===== src/pkg/bbtc_params.svh =====
// constants for the baseband trigger controller
`ifndef BBTC_PARAMS_SVH
`define BBTC_PARAMS_SVH
`define BBTC_STYLE_REPEAT   2'h0
`define BBTC_STYLE_ONESHOT  2'h1
`define BBTC_STYLE_GATED    2'h2
`define BBTC_RESP_FREE      2'h0
`define BBTC_RESP_WAIT      2'h1
`define BBTC_RESP_RESTART   2'h2
`define BBTC_SRC_PANEL      2'h0
`define BBTC_SRC_REMOTE     2'h1
`define BBTC_SRC_REAR       2'h2
`define BBTC_DELAY_MAX      20'hFFFFF
`define BBTC_RST_STYLE      2'h0
`define BBTC_RST_RESP       2'h0
`define BBTC_RST_GATE_LVL   1'h0
`define BBTC_RST_SRC        2'h0
`define BBTC_RST_POL        1'h0
`define BBTC_RST_DLY_EN     1'h0
`define BBTC_RST_DLY        20'h00000
`endif


===== src/pkg/bbtc_pkg.sv =====
// types for the baseband trigger controller
package bbtc_pkg;
	typedef struct packed {
		logic [1:0]  style;
		logic [1:0]  resp;
		logic        gate_lvl;
		logic [1:0]  src;
		logic        rear_pol;
		logic        dly_en;
		logic [19:0] dly_bits;
	} bbtc_cfg_t;

	typedef enum logic [4:0] {
		BBTC_IDLE  = 5'b00001,
		BBTC_DELAY = 5'b00010,
		BBTC_RUN   = 5'b00100,
		BBTC_RELD  = 5'b01000,
		BBTC_FLUSH = 5'b10000
	} bbtc_state_t;
endpackage


===== src/bbtc_top.sv =====
// baseband trigger controller: trigger decode, delay, playback gating, skid buffer
// Functional notes
// RL1 - trigger style: repeating 0, one-shot 1, gated 2; resets to repeating
// RL2 - repeating response: free 0, wait 1, restart 2; resets free; repeating only
// RL3 - repeating free-run streams continuously until enable cleared or style changed
// RL4 - repeating wait: idle until valid trigger, then stream
// RL5 - repeating restart: trigger aborts output, regenerates, reloads, resumes
// RL6 - gated: stream only while rear input sits at selected active level
// RL7 - gate level: low 0, high 1; resets low
// RL8 - one-shot: one pass per accepted trigger; triggers ignored during a pass
// RL9 - trigger source: panel 0, remote 1, rear input 2; resets panel
// RL10 - rear input polarity: 0 active high, 1 active low; resets 0
// RL11 - rear trigger waits programmed bit periods, 0 to 1048575, when delay enabled; a restart trigger while running reloads at once, without the delay
// RL12 - delay applies only while delay switch set; cleared by default
`timescale 1ns/1ps
`include "bbtc_params.svh"
module bbtc_top
	import bbtc_pkg::*;
#(
	parameter int DW = 16 // sample width
) (
	input  wire logic          i_clk_sys,    // 125 MHz clock
	input  wire logic          i_rstn,       // async reset, active low
	input  wire logic          i_cfg_we,     // load configuration pulse
	input  wire bbtc_cfg_t     i_cfg,        // configuration word
	input  wire logic          i_bb_en,      // baseband enable
	input  wire logic          i_panel_trg,  // front panel trigger pulse
	input  wire logic          i_remote_trg, // remote trigger pulse
	input  wire logic          i_rear_trg,   // rear pin, asynchronous
	input  wire logic          i_bit_tick,   // one pulse per bit period
	input  wire logic          i_last,       // current sample ends the pass
	input  wire logic [DW-1:0] i_smp,        // sample from generator
	input  wire logic          i_smp_vld,    // sample valid
	input  wire logic          i_out_rdy,    // receiver ready
	output logic               o_smp_rdy,    // buffer can take a sample
	output logic               o_regen,      // regenerate data pulse
	output logic               o_rewind,     // restart sequence pulse
	output logic [DW-1:0]      o_out,        // sample out
	output logic               o_out_vld,    // sample out valid
	output logic               o_running,    // playback active
	output bbtc_cfg_t          o_cfg         // configuration readback
);
	bbtc_cfg_t   cfg_ff, nxt_cfg;
	bbtc_state_t st_ff, nxt_st;
	logic [2:0]  rsy_ff;
	logic        rear_ff, nxt_rear;
	logic [19:0] dcnt_ff, nxt_dcnt;
	logic        regen_ff, nxt_regen, rew_ff, nxt_rew;
	logic [DW-1:0] b0_ff, b1_ff, nxt_b0, nxt_b1;
	logic [1:0]  cnt_ff, nxt_cnt;
	logic        gate_on, pulse_trg, trg, flow, push, pop, style_chg;

	// configuration register
	always_comb begin
		nxt_cfg = cfg_ff;
		if (i_cfg_we) begin
			nxt_cfg = i_cfg;
		end
	end
	always_ff @(posedge i_clk_sys or negedge i_rstn) begin
		if (!i_rstn) begin
			cfg_ff <= '{`BBTC_RST_STYLE, `BBTC_RST_RESP, `BBTC_RST_GATE_LVL, `BBTC_RST_SRC, // RL1 RL2 RL7 RL9
				`BBTC_RST_POL, `BBTC_RST_DLY_EN, `BBTC_RST_DLY}; // RL10 RL12
		end else begin
			cfg_ff <= nxt_cfg;
		end
	end
	assign style_chg = i_cfg_we && (i_cfg.style != cfg_ff.style);

	// rear pin: three stages, level accepted when last two agree
	always_comb begin
		nxt_rear = rear_ff;
		if (rsy_ff[1] == rsy_ff[2]) begin
			nxt_rear = rsy_ff[2];
		end
	end
	always_ff @(posedge i_clk_sys or negedge i_rstn) begin
		if (!i_rstn) begin
			rsy_ff  <= 3'h0;
			rear_ff <= 1'h0;
		end else begin
			rsy_ff  <= {rsy_ff[1:0], i_rear_trg};
			rear_ff <= nxt_rear;
		end
	end

	logic rear_act, rear_d_ff;
	assign rear_act = rear_ff ^ cfg_ff.rear_pol; // RL10
	assign gate_on  = (rear_ff == cfg_ff.gate_lvl); // RL6 RL7
	// edge taken from the pin level itself: a polarity change alone is no trigger
	always_ff @(posedge i_clk_sys or negedge i_rstn) begin
		if (!i_rstn) begin
			rear_d_ff <= 1'h0;
		end else begin
			rear_d_ff <= rear_ff;
		end
	end

	// source select; rear input triggers on its active edge
	always_comb begin
		case (cfg_ff.src) // RL9
			`BBTC_SRC_PANEL:  pulse_trg = i_panel_trg;
			`BBTC_SRC_REMOTE: pulse_trg = i_remote_trg;
			`BBTC_SRC_REAR:   pulse_trg = rear_act && (rear_ff != rear_d_ff);
			default:          pulse_trg = 1'b0;
		endcase
	end
	logic use_dly;
	assign use_dly = (cfg_ff.src == `BBTC_SRC_REAR) && cfg_ff.dly_en && (cfg_ff.dly_bits != 20'h00000); // RL11 RL12

	// playback state machine
	always_comb begin
		nxt_st    = st_ff;
		nxt_dcnt  = dcnt_ff;
		nxt_regen = 1'b0;
		nxt_rew   = 1'b0;
		trg       = 1'b0;
		case (st_ff)
			BBTC_IDLE: begin
				if (i_bb_en) begin
					if (cfg_ff.style == `BBTC_STYLE_GATED) begin
						nxt_st = BBTC_RUN; // RL6
					end else if (cfg_ff.style == `BBTC_STYLE_REPEAT && cfg_ff.resp == `BBTC_RESP_FREE) begin
						nxt_st = BBTC_RUN; // RL3
					end else if (pulse_trg) begin
						trg = 1'b1;
					end
				end
			end
			BBTC_DELAY: begin
				if (i_bit_tick) begin
					nxt_dcnt = dcnt_ff - 20'h00001; // RL11
					if (dcnt_ff == 20'h00001) begin
						nxt_st = BBTC_RUN;
						nxt_rew = 1'b1;
					end
				end
			end
			BBTC_RUN: begin
				if (cfg_ff.style == `BBTC_STYLE_ONESHOT && i_last && push) begin
					nxt_st = BBTC_IDLE; // RL8
				end else if (cfg_ff.style == `BBTC_STYLE_REPEAT && cfg_ff.resp == `BBTC_RESP_RESTART
					&& pulse_trg) begin
					nxt_st    = BBTC_RELD; // RL5
					nxt_regen = 1'b1;
				end
			end
			BBTC_RELD: begin
				nxt_st  = BBTC_FLUSH; // RL5
				nxt_rew = 1'b1;
			end
			BBTC_FLUSH: begin
				nxt_st = BBTC_RUN;
			end
			default: nxt_st = BBTC_IDLE;
		endcase
		if (trg) begin
			// wait and one-shot styles start here; restart idles also wait for a trigger
			nxt_regen = 1'b0;
			if (use_dly) begin
				nxt_st   = BBTC_DELAY;
				nxt_dcnt = cfg_ff.dly_bits;
			end else begin
				nxt_st  = BBTC_RUN; // RL4 RL8
				nxt_rew = 1'b1;
			end
		end
		if (!i_bb_en || style_chg) begin
			nxt_st = BBTC_IDLE; // RL3
		end
	end
	always_ff @(posedge i_clk_sys or negedge i_rstn) begin
		if (!i_rstn) begin
			st_ff    <= BBTC_IDLE;
			dcnt_ff  <= 20'h00000;
			regen_ff <= 1'h0;
			rew_ff   <= 1'h0;
		end else begin
			st_ff    <= nxt_st;
			dcnt_ff  <= nxt_dcnt;
			regen_ff <= nxt_regen;
			rew_ff   <= nxt_rew;
		end
	end

	// samples flow only while running; gated style also needs the gate level
	assign flow = (st_ff == BBTC_RUN) && (cfg_ff.style != `BBTC_STYLE_GATED || gate_on); // RL6
	// two-entry skid buffer; old data is dropped on reload
	assign push = flow && i_smp_vld && (cnt_ff != 2'h2);
	assign pop  = o_out_vld && i_out_rdy;
	always_comb begin
		nxt_b0  = b0_ff;
		nxt_b1  = b1_ff;
		nxt_cnt = cnt_ff;
		if (pop) begin
			nxt_b0  = b1_ff;
			nxt_cnt = nxt_cnt - 2'h1;
		end
		if (push) begin
			if (nxt_cnt == 2'h0) begin
				nxt_b0 = i_smp;
			end else begin
				nxt_b1 = i_smp;
			end
			nxt_cnt = nxt_cnt + 2'h1;
		end
		// a finished one-shot pass still drains; only reload, disable or style change drop words
		if (st_ff == BBTC_RELD || !i_bb_en || style_chg) begin
			nxt_cnt = 2'h0; // RL5
		end
	end
	always_ff @(posedge i_clk_sys or negedge i_rstn) begin
		if (!i_rstn) begin
			b0_ff  <= '0;
			b1_ff  <= '0;
			cnt_ff <= 2'h0;
		end else begin
			b0_ff  <= nxt_b0;
			b1_ff  <= nxt_b1;
			cnt_ff <= nxt_cnt;
		end
	end

	// registered outputs
	logic rdy_ff, run_ff, vld_ff;
	// ready carries the gate term as well, so a raised ready always means a taken word
	always_ff @(posedge i_clk_sys or negedge i_rstn) begin
		if (!i_rstn) begin
			rdy_ff <= 1'h0;
			run_ff <= 1'h0;
			vld_ff <= 1'h0;
		end else begin
			rdy_ff <= (nxt_cnt != 2'h2) && (nxt_st == BBTC_RUN)
				&& (nxt_cfg.style != `BBTC_STYLE_GATED || nxt_rear == nxt_cfg.gate_lvl); // RL6
			run_ff <= (nxt_st == BBTC_RUN);
			vld_ff <= (nxt_cnt != 2'h0);
		end
	end
	assign o_smp_rdy = rdy_ff;
	assign o_regen   = regen_ff;
	assign o_rewind  = rew_ff;
	assign o_out     = b0_ff;
	assign o_out_vld = vld_ff;
	assign o_running = run_ff;
	assign o_cfg     = cfg_ff;
endmodule


===== config.mk =====
export PLATFORM = sky130hd
export DESIGN_NAME = bbtc_top
export DESIGN_NICKNAME = d
export VERILOG_FILES = /design/src/pkg/bbtc_pkg.sv /design/src/bbtc_top.sv
export VERILOG_INCLUDE_DIRS = /design/src /design/src/pkg
export SDC_FILE = /design/constraint.sdc
export NUM_CORES = 1
export LEC_CHECK = 0
export ABC_AREA = 1
export BUFFER_PORTS_ARGS = -buffer_cell sky130_fd_sc_hd__buf_4
export CAP_MARGIN = 20
export CORE_UTILIZATION = 50
export CTS_CLUSTER_DIAMETER = 40
export CTS_CLUSTER_SIZE = 24
export DETAILED_ROUTE_END_ITERATION = 10
export GPL_TIMING_DRIVEN = 0
export PLACE_DENSITY = 0.74
export SLEW_MARGIN = 20
export SYNTH_ARGS = -nofsm -noshare
export SYNTH_HDL_FRONTEND = slang
export SYNTH_SLANG_ARGS = --single-unit

===== constraint.sdc =====
create_clock -name i_clk_sys -period 2.4 [get_ports i_clk_sys]
set_clock_uncertainty 0.05 [all_clocks]
set_input_delay 0.48 -clock i_clk_sys [delete_from_list [all_inputs] [get_ports i_clk_sys]]
set_output_delay 0.48 -clock i_clk_sys [all_outputs]
set_load 0.02 [all_outputs]

# After elaboration in Yosys (flattened, before gate mapping)
# Cells that the tools add are included.
op_classes:
  addsub: 3
  n_eq_ne: 21
  mux: 38
  n_bitwise: 2
  reduce_logical: 28
op_table:
  columns: ["operator", "count"]
  rows:
  - ["20-bit 2-to-1 mux", 4]
  - ["16-bit 2-to-1 mux", 3]
  - ["5-bit 2-to-1 mux", 9]
  - ["29-bit 2-to-1 mux", 1]
  - ["5-bit one-hot mux with 5 select lines", 1]
  - ["20-bit by 1-bit equality test with 1-bit output (second input constant)", 1]
  - ["20-bit nonzero test", 1]
  - ["20-bit by 1-bit subtractor with 20-bit output (second input constant)", 1]
  - ["1-bit logical AND", 15]
  - ["1-bit 2-to-1 mux", 14]
  - ["5-bit by 3-bit equality test with 1-bit output (second input constant)", 2]
  - ["2-bit zero test", 4]
  - ["2-bit != test (second input constant)", 4]
  - ["2-bit equality test (second input constant)", 3]
  - ["2-bit 2-to-1 mux", 3]
  - ["5-bit by 1-bit equality test with 1-bit output (second input constant)", 1]
  - ["5-bit by 2-bit equality test with 1-bit output (second input constant)", 1]
  - ["5-bit by 4-bit equality test with 1-bit output (second input constant)", 1]
  - ["5-bit equality test (second input constant)", 1]
  - ["1-bit logical OR", 5]
  - ["2-bit by 1-bit equality test with 1-bit output (second input constant)", 2]
  - ["1-bit equality test", 3]
  - ["3-bit 2-to-1 mux", 1]
  - ["1-bit one-hot mux with 3 select lines", 1]
  - ["other kinds (10)", 10]
word_totals:
  ff_bits: 98
  inputBits: 56
  output_inout_bits: 50
  wordCells: 112

# Longest topological paths before layout
logic_depth:
  word_depth: 13
  depth_mapped: 13
  ltp_nobuf: 13

# Worst setup path before layout
# Ideal clock, no wire load.
synth_path:
  kind: "flip-flop to flip-flop"
  startpoint: "register vld_ff, in the netlist o_out_vld"
  endpoint: "register b1_ff[10]"
  setup_time_ns: 0.125
  arrival_time_ns: 1.968
  path_slack_ns: 0.257
  path_stages_with_launch: 10
  n_path_buf: 2
  period_less_slack_ns: 2.143
  path_cell_list: "dfrtp_1 buf_2 nand2_2 xor2_1 inv_1 ha_1 inv_1 nand2_8 buf_12 mux2_4"
synth_via:
  elab_chain_len: 5
synth_rtl:
  columns: ["element", "line", "text"]
  rows:
  - ["start: declaration", "bbtc_top.sv:225", "logic rdy_ff, run_ff, vld_ff;"]
  - ["start signal: assignment", "bbtc_top.sv:236", "vld_ff <= (nxt_cnt != 2'h0);"]
  - ["1-bit logical AND", "bbtc_top.sv:190", "assign pop = o_out_vld && i_out_rdy;"]
  - ["2-bit 2-to-1 mux", "bbtc_top.sv:195", "if (pop) begin"]
  - ["2-bit zero test", "bbtc_top.sv:200", "if (nxt_cnt == 2'h0) begin"]
  - ["1-bit inverter (no line)", null, null]
  - ["2-bit AND reduction (no line)", null, null]
  - ["end signal: assignment", "bbtc_top.sv:219", "b1_ff <= nxt_b1;"]
  - ["end: declaration", "bbtc_top.sv:49", "logic [DW-1:0] b0_ff, b1_ff, nxt_b0, nxt_b1;"]
# Every way passes these cells.
# A chain may end at the register's enable or synchronous reset.

# Final worst setup path
layout_path:
  startpoint: "register vld_ff, in the netlist o_out_vld"
  endpoint: "register b0_ff[13], in the netlist o_out[13]"
layout_via:
  elab_chain_len: 5
layout_rtl:
  columns: ["element", "line", "text"]
  rows:
  - ["1-bit logical AND *", "bbtc_top.sv:190", null]
  - ["2-bit 2-to-1 mux", "bbtc_top.sv:195", null]
  - ["2-bit zero test", "bbtc_top.sv:200", null]
  - ["16-bit 2-to-1 mux", "bbtc_top.sv:200", null]
  - ["16-bit 2-to-1 mux *", "bbtc_top.sv:199", "if (push) begin"]
  - ["net nxt_b0[13]", "bbtc_top.sv:49", null]
  - ["end signal: assignment", "bbtc_top.sv:218", "b0_ff <= nxt_b0;"]
  - ["end: declaration", "bbtc_top.sv:49", null]
# The timed path passes the listed nets; every way through them passes the cells marked *.

==> key figures <==
Status
  • Result of the run: finished, final reports clean

STA
  • Transition time at the pin with the least slew margin: 0.880 ns
  • Peak Freq: 456 MHz
  • Final-report max-slew violation count: 0
  • Slew margin rel.: 0.414
  • RSZ-0062 raised after global routing: no
  • Final critical-path required period: 2.19 ns
  • Setup violations, final: 0
  • Final Cycle Share: 0.914
  • Final hold violation count: 0
  • Setup Total Neg Slack: 0 ns

Finish
  • Total inserted antenna cells: 0
  • Layout Nets: 762
  • Layout cell share with drive strength beyond 1: 0.249
  • Final cell area excluding filler cells: 6170 µm²
  • Post-layout instance count excluding filler cells: 840
  • Area delta synth->final: 22.5%

Clock tree
  • Max clock buf depth: 2
  • Setup Fix Bufs, Post-CTS: 0
  • Clock buffer count from CTS: 9
  • Clock latency reported for the late side of the worst-skew pair: 0.39 ns
  • TritonCTS clock tree: done
  • Post-CTS Hold Buffers: 0
  • Number of levels in the clock H-tree: 3
  • Clock sink count: 98
  • Reg clk slew, reported paths: 0.09 ns
  • Root buffer cell: clkbuf_8

Synth
  • Async SR Flop Fraction: 1.00
  • Sequential area share after synthesis: 0.487
  • Synthesized area divided by synthesized cell count: 8.57 µm²
  • Number of warnings issued by yosys: 0
  • Cell area after synthesis: 5040 µm²
  • Area share of the leading cell type in the synthesized netlist: 0.482
  • Synth area leader: dfrtp_1
  • Count of flip-flops with a built-in enable after synthesis: 0
  • Flop and latch count out of synthesis: 98
  • Most repeated cell in the gate-level netlist after synthesis: nand2_1
  • Cells after Synth: 588
  • Top_reg_cell synth: dfrtp_1
  • Leading cell types by count after synthesis: 140 x nand2_1, 97 x dfrtp_1, 73 x inv_1
  • Leading post-synthesis cells by cell area: dfrtp_1 48%, nand2_1 10%, inv_1 5.4%
  • Post-Synthesis Net Count: 648
  • Count of different cell masters after synthesis: 41

Power and ir drop
  • Switching Power: 1610 µW
  • Peak supply drop: 0.000472 V
  • Static leakage: 0.00326 µW
  • Clock network fraction of total power: 0.234
  • Relative contribution of sequential cells to total power: 0.475
  • Total internal power: 2930 µW
  • Fraction of power spent switching nets: 0.354
  • Share of power burned in combinational logic: 0.292
  • PD cells: 735 nW/µm²

GRT
  • Overflow left after global routing: 0
  • Vias in the first global route: 4147
  • Overall track demand over capacity in global routing: 0.255
  • Pin count of the biggest net entering global routing: 99
  • Initial antenna violation count: 0
  • First-pass GRT wire length: 20000 µm

Floorplan
  • Placeable core region: 9770 µm²
  • Rows: 36
  • Total die area: 10500 µm²
  • Height of the die: 102 µm
  • Starting density of the core: 0.515
  • Die Width: 102 µm
  • I/O Pins: 106

Routing
  • Average wire per standard cell: 14.6 µm
  • ANT nets after route: 0
  • Drt total wl: 12300 µm
  • Number of design rule violations left after detail routing: 0
  • Total number of vias: 4239
  • First drt pass iteration count: 5
  • Starting DRC count in detailed routing: 182
  • Post-DR vias/cell: 5.05

Setup path
  • Data required time of the worst path: 2.61 ns
  • Type of element capturing the critical path: flop
  • Critical Setup Path Class: flop to flop
  • Endpoint of the most critical register-to-register path: o_out[13]$_DFF_PN0_
  • Arrival time at the worst endpoint: 2.40 ns
  • Critical path launch point: o_out_vld$_DFF_PN0_
  • Critical Path Source Type: flop
  • Critical path capture point: o_out[13]$_DFF_PN0_
  • Setup slack of the most critical reg-to-reg path: 0.21 ns
  • R2r worst-path depth: 10
  • Max Fanout on Critical Path: 10
  • R2r startpoint: o_out_vld$_DFF_PN0_

Place
  • IO buf count: 103
  • RD Place Congestion: 0.904
  • Cell area reported after detailed placement: 5980 µm²
  • Total placed cells including tap cells: 824
  • Estimated wirelength of the detail-placed design: 9160 µm

Job
  • Count of max-cap constraint violations: 0

Worst hold path
  • Class of the tightest hold or removal check: input port to asynchronous set/reset pin
cells in the final DEF, fill, tap and decap left out, types with 7 or more instances in the layout:
master,count
o21ai_1,14
dfrtp_1,97
mux2_4,10
clkbuf_1,8
a31oi_1,7
nand3_1,35
buf_4,103
inv_1,73
mux2_2,9
nand2_1,140
o21ai_0,40
nor2_4,7
nand4_1,10
clkbuf_8,9
mux2i_1,10
nor2_1,61
a21oi_1,10
through the flow:
stage          total power [µW]  hold slack, ns   util  setup slack (ns)
3_5_place_dp               3500           0.295  0.612           0.00705
2_1_floorplan              2980           0.134      -             0.257
4_1_cts                    4560           0.129  0.631            0.0781
5_1_grt                    4830           0.122  0.631            0.0254
3_3_place_gp               3470           0.283  0.611             0.106
6_report                   4540           0.129  0.631             0.207
per-layer routing:
metal  wire length [µm]  part of all wire  global-route usage  vias to the layer above
li1                   -                 -                   -                     2102
met1               5610              0.46               0.351                     2017
met2               5910              0.48               0.392                      105
met3                604             0.049              0.0718                       15
met4                165             0.013              0.0769                        0
met5                  0                 0                   0                        -
cell type report:
type                    instances  area (µm²)
inverters                      80         305
clock buffers                  12         135
well taps                     133         166
fillers                       871        3600
clock inverters                 4        51.3
multi-input cells             395        2180
repair buffers                103         777
flip-flops and latches         98        2450
plain buffers                  15         105
worst max-delay path: stages, from the launching register on:
cell	delay [ns]
dfrtp_1	0.39
buf_2	0.19
nand2_4	0.18
mux2i_1	0.29
ha_1	0.19
inv_1	0.11
nor2_4	0.25
inv_2	0.11
buf_6	0.16
nor2_1	0.09
a31oi_1	0.05
logic make-up after synthesis:
kind of cell | count (synthesis) | share of synthesized area
buf+inv | 95 | 0.0815
flops | 98 | 0.487
fa+ha+maj | 5 | 0.0119
compound gates | 74 | 0.0770
xor+xnor | 12 | 0.0209
simple gates | 275 | 0.252
mux | 29 | 0.0698
worst min-delay path by stage:
stage / cells after the start / startpoint / to / slack [ns]
detailed placement: 0 / rsy_ff[0]$_DFF_PN0_ / rsy_ff[1]$_DFF_PN0_ / 0.30
global route: 1 / i_rear_trg / rsy_ff[0]$_DFF_PN0_ / 0.12
finish: 1 / i_rstn / o_out[11]$_DFF_PN0_ / 0.13
floorplan: 0 / i_rstn / b1_ff[0]$_DFFE_PN0P_ / 0.13
global placement: 0 / rsy_ff[0]$_DFF_PN0_ / rsy_ff[1]$_DFF_PN0_ / 0.28
CTS: 1 / i_rear_trg / rsy_ff[0]$_DFF_PN0_ / 0.13
registers in the layout, summed over array words and instances (netlist names):
register / flops
o_smp_rdy: 1
b1_ff: 16
o_out_vld: 1
o_cfg: 29
cnt_ff: 2
o_regen: 1
dcnt_ff: 20
st_ff: 5
o_rewind: 1
rear_d_ff: 1
rear_ff: 1
o_out: 16
rsy_ff: 3
o_running: 1
power by group through the flow:
| stage | clock network [µW] | registers (µW) | logic, µW |
|---|---|---|---|
| after floorplan | 0 | 2270 | 706 |
| after global placement | 0 | 2180 | 1290 |
| after detailed placement | 0 | 2180 | 1320 |
| after CTS | 1090 | 2150 | 1320 |
| after global routing | 1150 | 2190 | 1490 |
| final | 1060 | 2150 | 1320 |
timing repair:
item                                   in CTS  in global routing
endpoints found under the hold margin       0                  0
setup endpoints to repair                   0                 14
resized for setup                           0                  1
(Power assumes the default switching activity.)
